**config.mk**
```make
export PLATFORM = sky130hd
export DESIGN_NAME = iod_decoder
export DESIGN_NICKNAME = d
export VERILOG_FILES = /design/src/pkg/iod_pkg.sv /design/src/rtl/iod_decoder.sv /design/src/rtl/iod_regfile.sv
export SDC_FILE = /design/constraint.sdc
export NUM_CORES = 1
export LEC_CHECK = 0
export ABC_CLOCK_PERIOD_IN_PS = 6000
export BUFFER_PORTS_ARGS = -buffer_cell sky130_fd_sc_hd__buf_2
export CAP_MARGIN = 20
export CORE_AREA = 2 2 217 219
export CTS_CLUSTER_SIZE = 30
export DETAILED_ROUTE_END_ITERATION = 8
export DIE_AREA = 0 0 219 221
export HOLD_SLACK_MARGIN = 0.08
export PLACE_DENSITY_LB_ADDON = 0.15
export RECOVER_POWER = 50
export SLEW_MARGIN = 25
export SYNTH_ARGS = -nofsm -noshare
export SYNTH_HDL_FRONTEND = slang
export SYNTH_SLANG_ARGS = --single-unit
```
**constraint.sdc**
```tcl
create_clock -name clk_i -period 6 [get_ports clk_i]
set_input_delay 1.2 -clock clk_i [delete_from_list [all_inputs] [get_ports clk_i]]
set_output_delay 1.2 -clock clk_i [all_outputs]
set_load 0.02 [all_outputs]
```
**src/pkg/iod_pkg.sv**
```systemverilog
package iod_pkg;

  // ==========================================================================
  // Geometry
  localparam int NUM_PORTS    = 4;
  localparam int PORT_ID_W    = 2;
  localparam int NUM_REGS     = 10;

  // ==========================================================================
  // Register offsets (byte addresses, one 32-bit word each)
  localparam logic [7:0] REG_CTRL      = 8'h00;  // Global control
  localparam logic [7:0] REG_STATUS    = 8'h04;  // Last routing result
  localparam logic [7:0] REG_CFG_ADDR  = 8'h08;  // config_address_reg shadow
  localparam logic [7:0] REG_COUNT     = 8'h0C;  // Requests decoded
  localparam logic [7:0] REG_PORT_BASE = 8'h10;  // Per port, stride 4

  // ==========================================================================
  // Per-port register fields
  localparam int F_IO_ON     = 0;   // port_io_access_on
  localparam int F_VID_ON    = 1;   // legacy_video_route_on
  localparam int F_VID_FULL  = 2;   // legacy_video_full_decode
  localparam int F_ISA_BLK   = 3;   // isa_alias_block_on
  localparam int F_BASE_LSB  = 8;   // io_window_base segment [11:8]
  localparam int F_TOP_LSB   = 12;  // io_window_top segment [15:12]
  localparam int F_BUS_LSB   = 16;  // Secondary bus number [23:16]
  localparam int F_SUB_LSB   = 24;  // Subordinate bus number [31:24]

  // Global control and config address fields
  localparam int F_CTRL_ON   = 0;   // Routing registers programmed
  localparam int F_CFG_ON    = 31;  // config_space_on_bit
  localparam int F_CFG_BUS   = 16;
  localparam int F_CFG_DEV   = 11;

  // ==========================================================================
  // Special I/O addresses
  localparam logic [15:0] IO_CFG_ADDR  = 16'h0CF8;
  localparam logic [15:0] IO_CFG_DATA  = 16'h0CFC;
  localparam logic [9:0]  VID_LO_A     = 10'h3B0;
  localparam logic [9:0]  VID_HI_A     = 10'h3BB;
  localparam logic [9:0]  VID_LO_B     = 10'h3C0;
  localparam logic [9:0]  VID_HI_B     = 10'h3DF;
  localparam logic [1:0]  ISA_LOW_QTR  = 2'h0;    // Bits [9:8] of usable range
  localparam logic [3:0]  SEG_SOUTH    = 4'h0;    // Lowest 4 KB segment
  localparam logic [11:0] MSG_ADDR_TOP = 12'hFEE; // Interrupt message window

  // ==========================================================================
  // Reset values
  localparam logic [31:0] RST_PORT     = 32'h0000_0000;
  localparam logic [31:0] RST_CFG_ADDR = 32'h0000_0000;

  // ==========================================================================
  // Routing result codes (status register [2:0])
  localparam logic [2:0] RES_SOUTH = 3'h1;
  localparam logic [2:0] RES_PORT  = 3'h2;
  localparam logic [2:0] RES_CFG   = 3'h3;
  localparam logic [2:0] RES_ABORT = 3'h4;
  localparam logic [2:0] RES_INTR  = 3'h5;
  localparam logic [2:0] RES_DONE  = 3'h6;  // Zero-length completion

  // Source encodings of a request
  localparam logic [2:0] SRC_CPU   = 3'h0;
  localparam logic [2:0] SRC_SOUTH = 3'h1;
  localparam logic [2:0] SRC_PORT0 = 3'h4;  // 4..7 = port 0..3

  // Decoder states
  typedef enum logic [2:0] {
    ST_IDLE   = 3'b001,
    ST_DECODE = 3'b010,
    ST_ISSUE  = 3'b100
  } iod_state_type;

endpackage

```
**src/rtl/iod_decoder.sv**
```systemverilog
// Design decisions made here: the register offsets and the Wishbone slave port.
`timescale 1ns/100ps
// ============================================================================
// Overview of operation
// - Checks run in order VGA, config, ISA alias, window, default; first wins.
// - VGA enabled port takes accesses whose every byte lies in VGA ranges.
// - Low three address bits come from the eight byte enables.
// - DW to 0CF8h or 1-4 B to 0CFCh is config only when enable bit set.
// - Config accesses route by bus number in the address register; device number is only passed out.
// - ISA alias blocking sends upper 768 bytes of each 1 KB to south link.
// - Address within a port's base..limit window goes to that port.
// - Anything unmatched goes to the south link subtractively.
// - Inbound I/O is peer-to-peer only and decoded like processor I/O.
// - Inbound config-port I/O is routed as ordinary inbound I/O.
// - Inbound request decoded back to its own port is master aborted.
// - Zero-length config cycle to bridge completes in order without data.
// - I/O decode uses address bits 15 to 3, and bit 16 only to force south.
// - Accesses with bit 16 set decode as address zero, sent south.
// - Until routing registers are programmed every I/O access goes south.
// - Segment 0 to 0FFFh goes to the south link unless a VGA or config decode claims it.
// - Inbound writes to FEEx_xxxxh from south or port 0 become interrupt messages.
module iod_decoder (
  // Clock and reset
  input  wire logic        clk_i,
  input  wire logic        rst_i,
  // Wishbone slave
  input  wire logic        wb_cyc_i,
  input  wire logic        wb_stb_i,
  input  wire logic        wb_we_i,
  input  wire logic [7:0]  wb_adr_i,
  input  wire logic [3:0]  wb_sel_i,
  input  wire logic [31:0] wb_dat_i,
  output logic      [31:0] wb_dat_o,
  output logic             wb_ack_o,
  // Request
  input  wire logic        req_valid_i,
  input  wire logic        req_io_i,
  input  wire logic        req_write_i,
  input  wire logic        req_zero_len_i,
  input  wire logic [2:0]  req_src_i,
  input  wire logic [35:3] req_addr_i,
  input  wire logic [7:0]  req_be_i,
  // Result
  output logic             res_valid_o,
  output logic [1:0]       res_port_o,
  output logic             res_to_port_o,
  output logic             res_south_o,
  output logic             res_cfg_o,
  output logic [7:0]       res_cfg_bus_o,
  output logic [4:0]       res_cfg_dev_o,
  output logic             res_abort_o,
  output logic             res_intr_o,
  output logic             res_done_o,
  output logic             busy_o
);

  // ==========================================================================
  // Register file
  logic [31:0] words [iod_pkg::NUM_REGS];
  logic [31:0] rf_rdata;
  logic        wb_req;
  logic        rf_we;
  logic        rd_pend;
  logic [2:0]  last_res;
  logic [31:0] req_count;

  assign wb_req = wb_cyc_i && wb_stb_i && !wb_ack_o;
  // Words 0..3 are fixed-layout; words 4..7 per port
  assign rf_we  = wb_req && wb_we_i && wb_adr_i != iod_pkg::REG_STATUS
                  && wb_adr_i != iod_pkg::REG_COUNT && wb_adr_i[7:6] == 2'h0;

  iod_regfile u_rf (
    .clk_i   (clk_i),
    .rst_i   (rst_i),
    .we_i    (rf_we),
    .waddr_i (wb_adr_i[5:2]),
    .wdata_i (wb_dat_i),
    .wsel_i  (wb_sel_i),
    .raddr_i (wb_adr_i[5:2]),
    .rdata_o (rf_rdata),
    .words_o (words)
  );

  // ==========================================================================
  // Bus answer: writes ack next edge, reads wait one more for memory data
  always_ff @(posedge clk_i) begin
    if (rst_i) begin
      wb_ack_o <= 1'b0;
      rd_pend  <= 1'b0;
      wb_dat_o <= 32'h0000_0000;
    end else begin
      wb_ack_o <= 1'b0;
      if (wb_req && wb_we_i) begin
        wb_ack_o <= 1'b1;
        rd_pend  <= 1'b0;
      end else if (wb_req && !rd_pend) begin
        rd_pend <= 1'b1;
      end else if (wb_req && rd_pend) begin
        wb_ack_o <= 1'b1;
        rd_pend  <= 1'b0;
        // Status and counter live here, not in memory; unmapped reads zero
        if (wb_adr_i == iod_pkg::REG_STATUS) begin
          wb_dat_o <= {28'h0000000, busy_o, last_res};
        end else if (wb_adr_i == iod_pkg::REG_COUNT) begin
          wb_dat_o <= req_count;
        end else if (wb_adr_i[7:6] == 2'h0) begin
          wb_dat_o <= rf_rdata;
        end else begin
          wb_dat_o <= 32'h0000_0000;
        end
      end else begin
        rd_pend <= 1'b0;
      end
    end
  end

  // ==========================================================================
  // Address formation
  logic [15:0] a_start;
  logic [15:0] a_end;
  logic [2:0]  be_lo;
  logic [2:0]  be_hi;
  logic [3:0]  nbytes;

  // Low bits from byte enables; bit 16 dropped so it wraps to zero
  always_comb begin
    be_lo  = 3'h0;
    be_hi  = 3'h0;
    nbytes = 4'h0;
    for (int i = 7; i >= 0; i--) begin
      if (req_be_i[i]) begin
        be_lo = 3'(i);
      end
    end
    for (int i = 0; i < 8; i++) begin
      if (req_be_i[i]) begin
        be_hi  = 3'(i);
        nbytes = nbytes + 4'h1;
      end
    end
  end
  assign a_start = {req_addr_i[15:3], be_lo};
  assign a_end   = {req_addr_i[15:3], be_hi};

  // ==========================================================================
  // Per-port match terms
  logic [iod_pkg::NUM_PORTS-1:0] vid_hit;
  logic [iod_pkg::NUM_PORTS-1:0] win_hit;
  logic [iod_pkg::NUM_PORTS-1:0] isa_blk;
  logic [iod_pkg::NUM_PORTS-1:0] bus_hit;
  logic [31:0]                   cfg_addr;
  logic                          routing_on;

  assign cfg_addr   = words[2];
  assign routing_on = words[0][iod_pkg::F_CTRL_ON];

  function automatic logic in_vid(input logic [15:0] a, input logic full);
    logic ok;
    ok = (a[9:0] >= iod_pkg::VID_LO_A && a[9:0] <= iod_pkg::VID_HI_A)
         || (a[9:0] >= iod_pkg::VID_LO_B && a[9:0] <= iod_pkg::VID_HI_B);
    return ok && (!full || a[15:10] == 6'h00);
  endfunction

  genvar gp;
  generate
    for (gp = 0; gp < iod_pkg::NUM_PORTS; gp++) begin : g_port
      logic [31:0] pr;
      assign pr = words[4 + gp];
      // Both end bytes checked; range is contiguous inside one 1 KB block
      assign vid_hit[gp] = pr[iod_pkg::F_IO_ON] && pr[iod_pkg::F_VID_ON]
                           && in_vid(a_start, pr[iod_pkg::F_VID_FULL])
                           && in_vid(a_end, pr[iod_pkg::F_VID_FULL]);
      assign win_hit[gp] = pr[iod_pkg::F_IO_ON]
                           && a_start[15:12] >= pr[iod_pkg::F_BASE_LSB +: 4]
                           && a_start[15:12] <= pr[iod_pkg::F_TOP_LSB +: 4];
      assign isa_blk[gp] = win_hit[gp] && pr[iod_pkg::F_ISA_BLK]
                           && a_start[9:8] != iod_pkg::ISA_LOW_QTR;
      assign bus_hit[gp] = cfg_addr[iod_pkg::F_CFG_BUS +: 8] >= pr[iod_pkg::F_BUS_LSB +: 8]
                           && cfg_addr[iod_pkg::F_CFG_BUS +: 8] <= pr[iod_pkg::F_SUB_LSB +: 8];
    end
  endgenerate

  // ==========================================================================
  // Priority decode
  logic       inbound;
  logic       cfg_port;
  logic [2:0] next_res;
  logic [1:0] next_port;

  assign inbound  = req_src_i != iod_pkg::SRC_CPU;
  // Inbound I/O never forms a config cycle
  assign cfg_port = req_io_i && !inbound && cfg_addr[iod_pkg::F_CFG_ON]
                    && ((a_start == iod_pkg::IO_CFG_ADDR && nbytes == 4'h4)
                     || (a_start[15:2] == iod_pkg::IO_CFG_DATA[15:2] && nbytes != 4'h0));

  always_comb begin
    next_res  = iod_pkg::RES_SOUTH;
    next_port = 2'h0;
    if (!req_io_i) begin
      // Memory path: only interrupt messages and zero-length cycles handled here
      if (req_zero_len_i && !inbound) begin
        next_res = iod_pkg::RES_DONE;
      end else if (req_write_i && req_addr_i[35:20] == {4'h0, iod_pkg::MSG_ADDR_TOP}
                   && (req_src_i == iod_pkg::SRC_SOUTH || req_src_i == iod_pkg::SRC_PORT0)) begin
        next_res = iod_pkg::RES_INTR;
      end
    end else if (!routing_on || req_addr_i[16]) begin
      // Bit 16 is the wrap past the top of I/O space, which lands at zero
      next_res = iod_pkg::RES_SOUTH;
    end else if (req_zero_len_i && cfg_port) begin
      next_res = iod_pkg::RES_DONE;
    end else begin
      // Same decode for processor and peer traffic; segment 0 never opens a window
      for (int p = iod_pkg::NUM_PORTS - 1; p >= 0; p--) begin
        if (win_hit[p] && !isa_blk[p] && a_start[15:12] != iod_pkg::SEG_SOUTH
            && next_res == iod_pkg::RES_SOUTH) begin
          next_res  = iod_pkg::RES_PORT;
          next_port = 2'(p);
        end
      end
      for (int p = iod_pkg::NUM_PORTS - 1; p >= 0; p--) begin
        if (isa_blk[p]) begin
          next_res = iod_pkg::RES_SOUTH;
        end
      end
      if (cfg_port) begin
        next_res = iod_pkg::RES_CFG;
        for (int p = iod_pkg::NUM_PORTS - 1; p >= 0; p--) begin
          if (bus_hit[p]) begin
            next_port = 2'(p);
          end
        end
      end
      for (int p = iod_pkg::NUM_PORTS - 1; p >= 0; p--) begin
        if (vid_hit[p]) begin
          next_res  = iod_pkg::RES_PORT;
          next_port = 2'(p);
        end
      end
    end
    if (req_src_i[2] && next_res == iod_pkg::RES_PORT && next_port == req_src_i[1:0]) begin
      next_res = iod_pkg::RES_ABORT;
    end
  end

  // ==========================================================================
  // Sequencer: capture decoded result in idle, skip ST_DECODE, issue one result pulse
  iod_pkg::iod_state_type state;
  logic [2:0] hold_res;
  logic [1:0] hold_port;

  always_ff @(posedge clk_i) begin
    if (rst_i) begin
      state     <= iod_pkg::ST_IDLE;
      hold_res  <= iod_pkg::RES_SOUTH;
      hold_port <= 2'h0;
      busy_o    <= 1'b0;
    end else begin
      unique case (state)
        iod_pkg::ST_IDLE: begin
          if (req_valid_i) begin
            hold_res  <= next_res;
            hold_port <= next_port;
            busy_o    <= 1'b1;
            state     <= iod_pkg::ST_ISSUE;
          end
        end
        iod_pkg::ST_DECODE: begin
          state <= iod_pkg::ST_ISSUE;
        end
        iod_pkg::ST_ISSUE: begin
          busy_o <= 1'b0;
          state  <= iod_pkg::ST_IDLE;
        end
        default: begin
          state <= iod_pkg::ST_IDLE;
        end
      endcase
    end
  end

  // Result flags, mutually exclusive one-cycle pulses beside res_valid_o; port, bus and device registered every cycle
  always_ff @(posedge clk_i) begin
    if (rst_i) begin
      res_valid_o   <= 1'b0;
      res_port_o    <= 2'h0;
      res_to_port_o <= 1'b0;
      res_south_o   <= 1'b0;
      res_cfg_o     <= 1'b0;
      res_cfg_bus_o <= 8'h00;
      res_cfg_dev_o <= 5'h00;
      res_abort_o   <= 1'b0;
      res_intr_o    <= 1'b0;
      res_done_o    <= 1'b0;
      last_res      <= 3'h0;
      req_count     <= 32'h0000_0000;
    end else begin
      res_valid_o   <= state == iod_pkg::ST_ISSUE;
      res_port_o    <= hold_port;
      res_to_port_o <= state == iod_pkg::ST_ISSUE && hold_res == iod_pkg::RES_PORT;
      res_south_o   <= state == iod_pkg::ST_ISSUE && hold_res == iod_pkg::RES_SOUTH;
      res_cfg_o     <= state == iod_pkg::ST_ISSUE && hold_res == iod_pkg::RES_CFG;
      res_abort_o   <= state == iod_pkg::ST_ISSUE && hold_res == iod_pkg::RES_ABORT;
      res_intr_o    <= state == iod_pkg::ST_ISSUE && hold_res == iod_pkg::RES_INTR;
      res_done_o    <= state == iod_pkg::ST_ISSUE && hold_res == iod_pkg::RES_DONE;
      res_cfg_bus_o <= cfg_addr[iod_pkg::F_CFG_BUS +: 8];
      res_cfg_dev_o <= cfg_addr[iod_pkg::F_CFG_DEV +: 5];
      if (state == iod_pkg::ST_ISSUE) begin
        last_res  <= hold_res;
        req_count <= req_count + 32'h0000_0001;
      end
    end
  end

  // ==========================================================================
  // Checks
  a_south_default: assert property (@(posedge clk_i) disable iff (rst_i)
    (state == iod_pkg::ST_IDLE && req_valid_i && req_io_i && !routing_on)
      |-> ##2 res_south_o)
    else $error("I/O not sent south while routing is off");

  a_seg_zero: assert property (@(posedge clk_i) disable iff (rst_i)
    (state == iod_pkg::ST_IDLE && req_valid_i && req_io_i && a_start[15:12] == 4'h0
     && !cfg_port && !(|vid_hit))
      |-> ##2 (res_south_o && !res_to_port_o))
    else $error("Segment zero not routed south");

  a_one_hot_res: assert property (@(posedge clk_i) disable iff (rst_i)
    $onehot0({res_to_port_o, res_south_o, res_cfg_o, res_abort_o, res_intr_o, res_done_o}))
    else $error("Routing results not exclusive");

  a_self_abort: assert property (@(posedge clk_i) disable iff (rst_i)
    res_to_port_o |-> $past(req_src_i, 2) != {1'b1, res_port_o} || !$past(req_valid_i, 2))
    else $error("Inbound routed to its own port");

  a_inb_no_cfg: assert property (@(posedge clk_i) disable iff (rst_i)
    (state == iod_pkg::ST_IDLE && req_valid_i && inbound) |-> ##2 !res_cfg_o)
    else $error("Inbound I/O serviced as config");

  a_cfg_needs_on: assert property (@(posedge clk_i) disable iff (rst_i)
    res_cfg_o |-> $past(cfg_addr[iod_pkg::F_CFG_ON], 2))
    else $error("Config access with enable bit clear");

  a_valid_pulse: assert property (@(posedge clk_i) disable iff (rst_i)
    res_valid_o |=> !res_valid_o)
    else $error("Result valid longer than one cycle");

  a_intr_fwd: assert property (@(posedge clk_i) disable iff (rst_i)
    (state == iod_pkg::ST_IDLE && req_valid_i && !req_io_i && req_write_i && !req_zero_len_i
     && req_src_i == iod_pkg::SRC_SOUTH && req_addr_i[35:20] == 16'h0FEE) |-> ##2 res_intr_o)
    else $error("Interrupt message not forwarded");

endmodule

```
**src/rtl/iod_regfile.sv**
```systemverilog
`timescale 1ns/100ps
// ============================================================================
// Small register memory: one word per entry, registered read data
module iod_regfile (
  // Clock and reset
  input  wire logic        clk_i,
  input  wire logic        rst_i,
  // Write port
  input  wire logic        we_i,
  input  wire logic [3:0]  waddr_i,
  input  wire logic [31:0] wdata_i,
  input  wire logic [3:0]  wsel_i,
  // Read port
  input  wire logic [3:0]  raddr_i,
  output logic      [31:0] rdata_o,
  // All words, for the decoder
  output logic      [31:0] words_o [iod_pkg::NUM_REGS]
);

  logic [31:0] mem [iod_pkg::NUM_REGS];

  // Byte-lane writes, cleared on reset
  genvar gi;
  generate
    for (gi = 0; gi < iod_pkg::NUM_REGS; gi++) begin : g_word
      always_ff @(posedge clk_i) begin
        if (rst_i) begin
          mem[gi] <= iod_pkg::RST_PORT;
        end else if (we_i && waddr_i == 4'(gi)) begin
          for (int b = 0; b < 4; b++) begin
            if (wsel_i[b]) begin
              mem[gi][b*8 +: 8] <= wdata_i[b*8 +: 8];
            end
          end
        end
      end
      assign words_o[gi] = mem[gi];
    end
  endgenerate

  // Registered read, out-of-range reads return zero
  always_ff @(posedge clk_i) begin
    if (rst_i) begin
      rdata_o <= 32'h0000_0000;
    end else if (raddr_i < 4'(iod_pkg::NUM_REGS)) begin
      rdata_o <= mem[raddr_i];
    end else begin
      rdata_o <= 32'h0000_0000;
    end
  end

endmodule

```
After elaboration in Yosys (flattened, before gate mapping)
Memories as Yosys holds them, arrays and structs flattened. A register that Yosys moved wholly into a read port is not among the register bits.
Index checks and enable logic that the tools add are counted.

operators by class
  equality and inequality tests = 34
  magnitude comparators = 25
  multiplexer cells = 244
  bitwise logic cells = 43
  add/subtract/negate cells = 8
  reductions and logical operators = 124

operators by type and width
  kind                                                     count
  two-way mux 8 bit                                        40
  two-way mux 1 bit                                        133
  two-way mux 3 bit                                        42
  two-way mux 32 bit                                       3
  logical AND 1 bit                                        90
  >= comparator 10 bit (second input constant)             4
  less-or-equal comparator 10 bit (second input constant)  4
  OR 1 bit                                                 40
  two-way mux 2 bit                                        17
  adder 32 x 1 -> 32 bit (second input constant)           1
  equality test 16 x 12 -> 1 bit (second input constant)   2
  >= comparator 8 bit                                      4
  less-or-equal comparator 8 bit                           4
  adder 4 x 1 -> 4 bit (second input constant)             7
  two-way mux 4 bit                                        7
  equality test 4 x 3 -> 1 bit (second input constant)     5
  equality test 3 x 1 -> 1 bit (second input constant)     6
  >= comparator 4 bit                                      4
  less-or-equal comparator 4 bit                           4
  equality test 3 bit (second input constant)              5
  equality test 14 x 10 -> 1 bit (second input constant)   1
  equality test 3 x 2 -> 1 bit (second input constant)     4
  logical NOT 1 bit                                        12
  logical OR 1 bit                                         9
  22 further kinds                                         30

storage, ports and cells
  input bits = 97
  output and inout port bits = 56
  flip-flop bits (word level) = 100
  memory bits (writable) = 320
  memories = 1
  word-level logic and storage cells = 498

memories
  memory    words  width  read ports  clocked after memory_dff  wr ports  line               source
  u_rf.mem  10     32     7           1                         10        iod_regfile.sv:20  logic [31:0] mem [iod_pkg::NUM_REGS];

Longest topological paths before layout
Gate-level depths: netlist of the first run.

  depth in word-level cells = 54
  mapped depth = 28
  depth with buffers taken out = 28

Cells and area by module
Synthesis of the first run repeated with hierarchy kept, for this count alone.

second synthesis, totals
  cell total of the unflattened synthesis = 2144
  area, all modules = 22470.3 um^2

modules (own cells, without submodules)
  module       area an instance (um^2)  seq. area each (um^2)  times used  cells each
  iod_regfile  15154.5                  10249.8                1           1191
  iod_decoder  7315.8                   1981.9                 1           953

Least setup slack after synthesis of the first run
No wires, ideal clock.

  path type = input port to flip-flop
  from = input port req_be_i[0]
  to = register hold_res[2]
  stages on the path = 27
  data arrival time = 5.703 ns
  path slack = 0.178 ns
  cell sequence = inv_1 ha_1 xor2_1 ha_1 nand2_1 o31ai_1 ha_1 nor2b_1 nor2_1 ha_1 nand2_1 o21ai_0 nand2_1 inv_1 ha_1 nand2_1 o21ai_0 ha_1 nor2b_1 a211o_2 nand3_1 mux2_2 and2_4 or4_1 nand4_1 and4bb_1 o221a_1

between the ends
  cells in the longest elaborated chain, start to end = 31
  elaborated cells on any way between the ends = 65
  those cells by class = add/sub: 7; order compare: 4; eq/ne: 5; mux: 26; reduce/logical: 23

ends and longest elaborated chain
  item                             line                source
  from (decl)                      iod_decoder.sv:42   input wire logic [7:0] req_be_i,
  two-way mux 1 bit                iod_decoder.sv:136  if (req_be_i[i]) begin
  adder 4 x 1 -> 4 bit             iod_decoder.sv:138  nbytes = nbytes + 4'h1;
  two-way mux 4 bit                iod_decoder.sv:136
  adder 4 x 1 -> 4 bit             iod_decoder.sv:138
  two-way mux 4 bit                iod_decoder.sv:136
  adder 4 x 1 -> 4 bit             iod_decoder.sv:138
  two-way mux 4 bit                iod_decoder.sv:136
  adder 4 x 1 -> 4 bit             iod_decoder.sv:138
  [11 not listed]                  n/a
  two-way mux 3 bit                iod_decoder.sv:226  if (cfg_port) begin
  two-way mux 3 bit (4 in series)  iod_decoder.sv:235  if (vid_hit[p]) begin
  two-way mux 3 bit                iod_decoder.sv:210  end else if (req_zero_len_i && cfg_port) begin
  two-way mux 3 bit                iod_decoder.sv:207  end else if (!routing_on || req_addr_i[16]) begin
  two-way mux 3 bit                iod_decoder.sv:199  if (!req_io_i) begin
  equality test 3 x 2 -> 1 bit     iod_decoder.sv:241  if (req_src_i[2] && next_res == iod_pkg::RES_PORT && next_port == req_src_i[1:0]) begin
  logical AND 1 bit (2 in series)  iod_decoder.sv:241
  two-way mux 3 bit *              iod_decoder.sv:241
  to (signal assigned)             iod_decoder.sv:255  hold_res <= iod_pkg::RES_SOUTH;
  to (signal assigned)             iod_decoder.sv:262  hold_res <= next_res;
  to (decl)                        iod_decoder.sv:249  logic [2:0] hold_res;

Every way passes the cells marked *; elsewhere a longest branch is shown, timed or not.
A chain may end at the register's enable or synchronous reset.

Final worst setup path of the first run
Ends and elaborated chain as after synthesis.

==> impl_metrics.toml, run 1 <==
[timing]
drv_slew = 185
skew_ps = 25.5
fmax_mhz = 181
fin_crit_sh_pct = 92.3
worst_pin_slew_ps = 3830
maxSlewHeadroom_pct = -155
period_needed_ps = 5540
hold_viol = 0
worst_slack_ps = 465
finalSetupTns_ps = 0
setup_viol = 0
hold_ws_ps = 455
rsz0062_at_grt = "no"

[clock_network]
cts.sinks = 451
clkTransAtPathRegs_ps = 60
cts_max_level = 2
ctsRootBufferMaster = "clkbuf_16"
cts_tree = "built"
clk_path_buf_depth = 3
clk-insertion-delay-late_ps = 600
cts-buffers-inserted = 50

[yosys]
syn_avg_cell_area_um2 = 11.2
synth_top_flop_cell = "edfxtp_1"
syn_area_mm2 = 0.0229
synthArstFlopShare_pct = 0
synth_most_common_cell = "and2_1"
synth-seq-cells = 451
yosys-top-cells-area = "edfxtp_1 42%, dfxtp_1 11%, and2_1 8.9%"
synthCells = 2032
synth-edff-count = 320
syn_nets = 2233
yosys.cell_types.count = 73
yosysTopAreaCell = "edfxtp_1"
synthTopCellsByCount = "324 x and2_1, 320 x edfxtp_1, 221 x nand2_1"
synth_top_area_share_pct = 42.0
ys_warn_count = 0
yosysSeqAreaShare_pct = 53.5

[die]
die_h_um = 221
core_mm2 = 0.0461
die_x_um = 219
num_io_pins = 153
start_util_pct = 49.6
die_area_mm2 = 0.0484
num_rows = 79

[place]
gp_congestion = 0.897
dp.cells = 2732
place_area_mm2 = 0.0243
dpl_worst_slack_ps = -149
port_buffers = 149
hpwlAfterDp_um = 42900

[routing]
ant_nets = 0
wl_per_cell_um = 21.2
num_vias = 16000
first_pass_iters = 6
drt_iter0_markers = 1287
routed_wl_um = 60000
drc = 0
viasPerCell = 5.64

[setup_path]
setup.worst_path.end_class = "register"
critPathMaxFanout = 5
crit_path_start_kind = "input port"
critPathKind = "input port to register"
required_ps = 6470
crit_arrival_ps = 6010

[final_layout]
drive_gt1_share_pct = 12.6
num-nets-final = 2379
stdcell_count = 2828
nFillCells = 3931
synthToLayoutAreaGrowth_pct = 13.0
ff_latch_area_mm2 = 0.0122
multiInputGateArea_mm2 = 0.00995
design_area_mm2 = 0.0258
finish.utilization_pct = 56.1

[pwr]
ir_worst_vdd_v = 0.000178
cellPowerDensity_mw_per_mm2 = 275
total_power_mw = 7.10
power_leakage_nw = 9.92

[flow_run]
drv_cap = 3

[grt]
grt_antenna_before_repair = 3
grt_max_degree = 89
grtUsageTotal_pct = 24.9
overflow = 0
grt_pass1_wl_um = 91900
grt_pass1_vias = 15700

[min_path]
min_path_type = "register to register"

[status]
violations = "max-capacitance violations, max-slew violations"
status = "finished with violations"
## layout by cell type, fill, tap and decap left out, types with 9 or more instances in the layout
| cell | count |
|---|---|
| nor2_1 | 139 |
| buf_4 | 21 |
| o21ai_0 | 60 |
| or3_1 | 9 |
| mux4_2 | 64 |
| and2_0 | 115 |
| xnor2_1 | 11 |
| buf_2 | 90 |
| a21o_1 | 12 |
| clkbuf_1 | 69 |
| and3_1 | 15 |
| clkinv_2 | 9 |
| a22oi_1 | 33 |
| nor3_1 | 13 |
| a211oi_1 | 67 |
| mux2i_1 | 33 |
| ha_1 | 103 |
| edfxtp_1 | 320 |
| nand3_1 | 36 |
| nand2b_1 | 11 |
| nand4_1 | 18 |
| a21oi_1 | 55 |
| xor2_1 | 24 |
| dfxtp_1 | 131 |
| inv_1 | 101 |
| nor2b_1 | 55 |
| and2_1 | 209 |
| clkbuf_16 | 52 |
| nand2_1 | 221 |
## final timing paths
path                   startpoint           to  slack [ps]  cells after the start
hold reg to reg          wb_ack_o     wb_ack_o         450                      1
hold / removal           wb_ack_o     wb_ack_o         450                      1
setup / recovery      req_be_i[0]  hold_res[2]         460                     28
setup reg to reg  u_rf.mem[2][19]  hold_res[2]        2220                     10
## timing repair
action / in CTS / in global routing
hold buffers: 0 / 0
gates resized for setup: 0 / 3
endpoints found under the setup margin: 0 / 2
buffers inserted: 0 / 1
## flip-flops by register name, indices dropped and copies added, names as in the netlist, 2 cells and up
signal and flops:
state 2, res_port_o 2, hold_res 3, wb_dat_o 32, req_count 32, hold_port 2
last_res 3, res_cfg_dev_o 5, u_rf.rdata_o 32, res_cfg_bus_o 8, u_rf.mem 320
## area by class of cell
cell class	instances	area share (%)
inverters	103	1.51
multi-input cells	1397	38.5
clock inverters	24	0.731
flip-flops and latches	451	47.3
diodes	1	0.00969
clock buffers	70	5.63
well taps	607	2.94
repair buffers	175	3.32
## cells by family after synthesis
family | Yosys count | synth area share [%]
and+or+nand+nor | 876 | 20.0
DFF | 451 | 53.5
AOI/OAI and AO/OA | 279 | 8.15
buffers and inverters | 184 | 3.08
adders and majority gates | 104 | 5.69
muxes | 99 | 7.85
xor gates and xnor gates | 39 | 1.71
## metal layers
| layer | wire length [um] | share of wire, % | GRT usage (%) |
|---|---|---|---|
| met4 | 1600 | 2.7 | 7.93 |
| met1 | 26400 | 44 | 35.1 |
| met3 | 4020 | 6.7 | 3.96 |
| met5 | 9 | 0.015 | 0 |
| met2 | 27900 | 47 | 39.6 |
## power by group
part | total [mW] | switching (mW) | internal, mW
combinational | 0.621 | 0.380 | 0.242
sequential | 3.44 | 0.0437 | 3.40
clock | 3.03 | 1.25 | 1.78
total | 7.10 | 1.68 | 5.42
## critical path: stages
cell	delay, ps
buf_2	110
inv_1	110
ha_4	230
xor2_2	180
ha_1	300
nand2_1	80
o31ai_1	110
ha_1	340
nor2b_2	130
nor2_1	60
ha_1	270
nand2_1	70
o21ai_0	110
nand2_1	110
inv_1	50
ha_1	280
nand2_1	60
o21ai_0	100
ha_1	290
nor2b_1	110
a211o_2	170
nand3_1	80
mux2_2	300
and2_4	150
or4_1	470
nand4_1	100
and4bb_1	210
o221a_1	220
Note: power is estimated with default switching activity, not from simulation.
==> inputs of run 2 (changes only) <==
--- a/config.mk
+++ b/config.mk
@@ -5,9 +5,9 @@
 export SDC_FILE = /design/constraint.sdc
 export NUM_CORES = 1
 export LEC_CHECK = 0
-export ABC_CLOCK_PERIOD_IN_PS = 6000
+export ABC_CLOCK_PERIOD_IN_PS = 4600
 export BUFFER_PORTS_ARGS = -buffer_cell sky130_fd_sc_hd__buf_2
-export CAP_MARGIN = 20
+export CAP_MARGIN = 0
 export CORE_AREA = 2 2 217 219
 export CTS_CLUSTER_SIZE = 30
 export DETAILED_ROUTE_END_ITERATION = 8
==> constraint.sdc (replaced) <==
create_clock -name clk_i -period 4.6 [get_ports clk_i]
set_input_delay 0.92 -clock clk_i [delete_from_list [all_inputs] [get_ports clk_i]]
set_output_delay 0.92 -clock clk_i [all_outputs]
set_load 0.02 [all_outputs]
==> run 2 against run 1 <==
Against the previous run: the flow finishes with violations (max-capacitance violations, max-slew violations, negative setup slack); worst hold slack worse by 10 ps; die area unchanged; register-to-register slack worse by 1600 ps; non-clock buffer count up 29; sequential share of layout area down 0.63 points; sequential power up 31%; wire length up 2.3%; worst setup slack worse by 790 ps; clock power up 29%; power up 31%; clock skew down 15 ps.
==> impl_metrics.toml, run 2 (synthesized netlist as in run 1, its figures left out) <==
[grt]
grt_antenna_before_repair = 2
grt_pass1_vias = 16100
grt_max_degree = 89
grt_pass1_wl_um = 93700
overflow = 0
grtUsageTotal_pct = 25.4

[clock_network]
ctsRootBufferMaster = "clkbuf_16"
cts.sinks = 451
clk-insertion-delay-late_ps = 590
cts-buffers-inserted = 48
clk_path_buf_depth = 3
clkTransAtPathRegs_ps = 60
cts_tree = "built"
cts_max_level = 2

[timing]
fin_crit_sh_pct = 107
rsz0062_at_grt = "yes"
hold_viol = 0
worst_slack_ps = -327
hold_ws_ps = 444
drv_slew = 179
maxSlewHeadroom_pct = -43.6
fmax_mhz = 203
period_needed_ps = 4930
worst_pin_slew_ps = 2150
setup_viol = 4
skew_ps = 10.5

[final_layout]
top_register = "u_rf.mem"
final_common_cell = "edfxtp_1"
ff_latch_area_mm2 = 0.0122
synthToLayoutAreaGrowth_pct = 14.6
multiInputGateArea_mm2 = 0.0101
layout_common_cells = "320 x edfxtp_1, 219 x and2_1, 219 x nand2_1"
nFillCells = 4019
drive_gt1_share_pct = 14.2
design_area_mm2 = 0.0262
largest_reg_flops = 320
num-nets-final = 2406

[die]
die_h_um = 221
core_mm2 = 0.0461
die_x_um = 219
die_area_mm2 = 0.0484
num_io_pins = 153
num_rows = 79
start_util_pct = 49.6

[setup_path]
r2r_start = "u_rf.mem[2][22]"
crit_path_start = "req_be_i[0]"
slowest_delay_ps = 300
crit_slowest_cell = "mux2_4"
critPathMaxFanout = 3
crit_arrival_ps = 5400
crit_path_start_kind = "input port"
crit_cells = 29
rr_worst_depth = 10
required_ps = 5070
setup.worst_path.end_class = "register"
path_buf_inv = 4
critPathKind = "input port to register"
critPathTopFamily = "adder cells"

[routing]
viasPerCell = 5.65
wl_per_cell_um = 21.5
num_vias = 16100
ant_nets = 0
drc = 0
routed_wl_um = 61400
drt_iter0_markers = 1409
first_pass_iters = 5

[place]
gp_congestion = 0.865
hpwlAfterDp_um = 43600
place_area_mm2 = 0.0245
port_buffers = 149

[min_path]
hold_start = "wb_ack_o"
hold_depth = 1
min_path_type = "register to register"

[status]
status = "finished with violations"
violations = "max-capacitance violations, max-slew violations, negative setup slack"

[pwr]
total_power_mw = 9.31
power_leakage_nw = 10.1
ir_worst_vdd_v = 0.000208
cellPowerDensity_mw_per_mm2 = 355

[flow_run]
drv_cap = 3
[run 2: path summary, 6_finish.rpt]
kind                 end  slack, ps
max          hold_res[2]       -330
min             wb_ack_o        440
min reg2reg     wb_ack_o        440
max reg2reg  hold_res[2]        660
[run 2: cell type report]
| type | count | share of cell area, % |
|---|---|---|
| Timing Repair Buffer | 204 | 4.34 |
| Clock buffer | 74 | 5.43 |
| Sequential cell | 451 | 46.7 |
| Inverter | 103 | 1.54 |
| Multi-Input combinational cell | 1397 | 38.5 |
| Clock inverter | 12 | 0.588 |
| Tap cell | 607 | 2.90 |
| Antenna cell | 2 | 0.0191 |
[run 2: timing repair]
item | in CTS | in global routing
pin swaps | 15 | 13
setup buffers | 8 | 4
hold buffers | 0 | 0
endpoints found under the setup margin | 5 | 5
resized for setup | 14 | 11
[run 2: report_power, final]
| group | leakage [nW] | switching [mW] | internal [mW] |
|---|---|---|---|
| sequential | 4.50 | 0.0553 | 4.44 |
| combinational | 4.82 | 0.529 | 0.377 |
| clock | 0.769 | 1.57 | 2.34 |
| total | 10.1 | 2.16 | 7.15 |
[run 2: worst reg2reg max path, delay by kind of cell, from the launching register on]
kind / cells / cell delay, ps
compound gates: 7 / 2400
fa+ha+maj: 1 / 390
simple gates: 2 / 440
flops: 1 / 600
[run 2: per-stage QoR]
step                      cells  setup TNS, ps  util (%)  worst slack [ps]
after floorplan            2032          -2020         -              -693
after global placement     2750          -3630      53.2              -935
after detailed placement   2750          -4680      53.2             -1180
after CTS                  2844           -587      56.9              -298
after global routing       2848          -1830      56.8              -519
final                      2850           -880      56.8              -327
[run 2: per-layer routing]
metal  vias up  wire [um]  global-route usage, %
li1       7605          -                      -
met1      7871      27400                   35.7
met2       523      28200                   40.0
met3       114       3490                   3.52
met4         0       2210                   10.0
met5         -          0                      0
==> inputs of run 3 (changes only) <==
--- a/config.mk
+++ b/config.mk
@@ -14,7 +14,7 @@
 export DIE_AREA = 0 0 219 221
 export HOLD_SLACK_MARGIN = 0.08
 export PLACE_DENSITY_LB_ADDON = 0.15
-export RECOVER_POWER = 50
+export RECOVER_POWER = 100
 export SLEW_MARGIN = 25
 export SYNTH_ARGS = -nofsm -noshare
 export SYNTH_HDL_FRONTEND = slang
==> run 3 against run 2 <==
Against the previous run: the flow still finishes with violations (max-capacitance violations, max-slew violations, negative setup slack); clock skew shrank 2.0 ps; sequential share of layout area stayed put; worst hold slack improved by 0.57 ps; combinational power about the same; utilization did not move; critical path type unchanged; largest power group unchanged; highest routed layer unchanged.
==> impl_metrics.toml, run 3 (synthesized netlist as in run 1, its figures left out) <==
[flow_run]
drv_cap = 3

[routing]
routed_wl_um = 61600
drc = 0
met1Wirelength_um = 27300
drt_iter0_markers = 1472
met3_length_um = 3840
dr_wl_met2_um = 28200
wl_per_cell_um = 21.6
first_pass_iters = 5
ant_nets = 0
top_layer = "met4"
num_vias = 16200
viasPerCell = 5.67

[final_layout]
num-nets-final = 2406
finish.utilization_pct = 56.8
synthToLayoutAreaGrowth_pct = 14.6
largest_reg_flops = 320
layout_common_cells = "320 x edfxtp_1, 219 x nand2_1, 211 x and2_0"
final_common_cell = "edfxtp_1"
drive_gt1_share_pct = 14.2
top_register = "u_rf.mem"
nFillCells = 4019

[status]
status = "finished with violations"
violations = "max-capacitance violations, max-slew violations, negative setup slack"

[setup_path]
crit_slowest_cell = "mux2_4"
crit_path_start_kind = "input port"
slowest_delay_ps = 300
critPathKind = "input port to register"
critPathTopFamily = "adder cells"
required_ps = 5070
setup.worst_path.end_class = "register"
critPathMaxFanout = 3
path_buf_inv = 4
crit_arrival_ps = 5400

[timing]
skew_ps = 8.53
worst_pin_slew_ps = 2190
fin_crit_sh_pct = 107
worst_slack_ps = -326
period_needed_ps = 4930
fmax_mhz = 203
setup_viol = 4
maxSlewHeadroom_pct = -46.1
drv_slew = 179
rsz0062_at_grt = "yes"
hold_viol = 0

[pwr]
seqPwrFrac_pct = 48.3
swShare_pct = 23.2
total_power_mw = 9.31
p_clk_share_pct = 42.0
power_leakage_nw = 9.98
ir_worst_vdd_v = 0.000212
p_sw_mw = 2.16
cellPowerDensity_mw_per_mm2 = 355
p_int_mw = 7.15
power_frac_comb_pct = 9.7

[place]
hpwlAfterDp_um = 43600
port_buffers = 149
dpl_worst_slack_ps = -1180
gp_congestion = 0.865

[grt]
grt_pass1_wl_um = 93700
grt_antenna_before_repair = 2
grt_max_degree = 89
grt_pass1_vias = 16100
overflow = 0
grtUsageTotal_pct = 25.4

[clock_network]
cts_max_level = 2
clk-insertion-delay-late_ps = 580
cts-buffers-inserted = 48
clkTransAtPathRegs_ps = 60
clk_path_buf_depth = 3
cts.sinks = 451
ctsRootBufferMaster = "clkbuf_16"
cts_tree = "built"

[die]
die_area_mm2 = 0.0484
start_util_pct = 49.6
die_x_um = 219
num_io_pins = 153
num_rows = 79
core_mm2 = 0.0461
die_h_um = 221

[min_path]
min_path_type = "register to register"
-- run 3: cell count changes in the layout (fill, tap and decap cells not counted) --
cell and change:
and2_1 -106, and2_0 +106
-- run 3: cell type report --
class	instances	area, um2	area share, %
Sequential cell	451	12200	46.7
Multi-Input combinational cell	1397	10100	38.5
Clock buffer	74	1420	5.43
Timing Repair Buffer	204	1140	4.34
Tap cell	607	759	2.90
Inverter	103	404	1.54
Clock inverter	12	154	0.588
Antenna cell	2	5.00	0.0191
-- run 3: worst paths after layout --
kind | end | cells past startpoint | slack (ps) | start
worst max-delay path | hold_res[2] | 29 | -330 | req_be_i[0]
worst max register to register | hold_res[2] | 10 | 680 | u_rf.mem[2][22]
worst min-delay path | wb_ack_o | 1 | 440 | wb_ack_o
worst min register to register | wb_ack_o | 1 | 440 | wb_ack_o
-- run 3: metal layers --
metal  up-vias  global-route usage (%)
met5         -                       0
met4         0                    10.0
met3       114                    3.52
met2       567                    40.0
met1      7863                    35.7
li1       7606                       -
-- run 3: repair_timing --
action,CTS,global route
buffers inserted,8,4
hold buffers,0,0
pin swaps,15,13
endpoints found under the setup margin,5,5
gates resized for setup,14,11
-- run 3: through the flow --
| step | hold slack [ps] | instance area, um2 | TNS [ps] | std cells |
|---|---|---|---|---|
| floorplan | 432 | 22900 | -2020 | 2032 |
| global placement | 429 | 24500 | -3630 | 2750 |
| detailed placement | 434 | 24500 | -4680 | 2750 |
| CTS | 442 | 26200 | -587 | 2844 |
| global route | 465 | 26200 | -1830 | 2848 |
| finish | 445 | 26200 | -878 | 2850 |
-- run 3: power by group through the flow --
stage / Combinational [mW] / Sequential (mW) / Clock [mW]
final: 0.907 / 4.49 / 3.91
after global routing: 0.989 / 4.50 / 4.12
after CTS: 0.904 / 4.49 / 3.96
after detailed placement: 0.866 / 4.57 / 0
after global placement: 0.842 / 4.57 / 0
after floorplan: 0.519 / 4.55 / 0
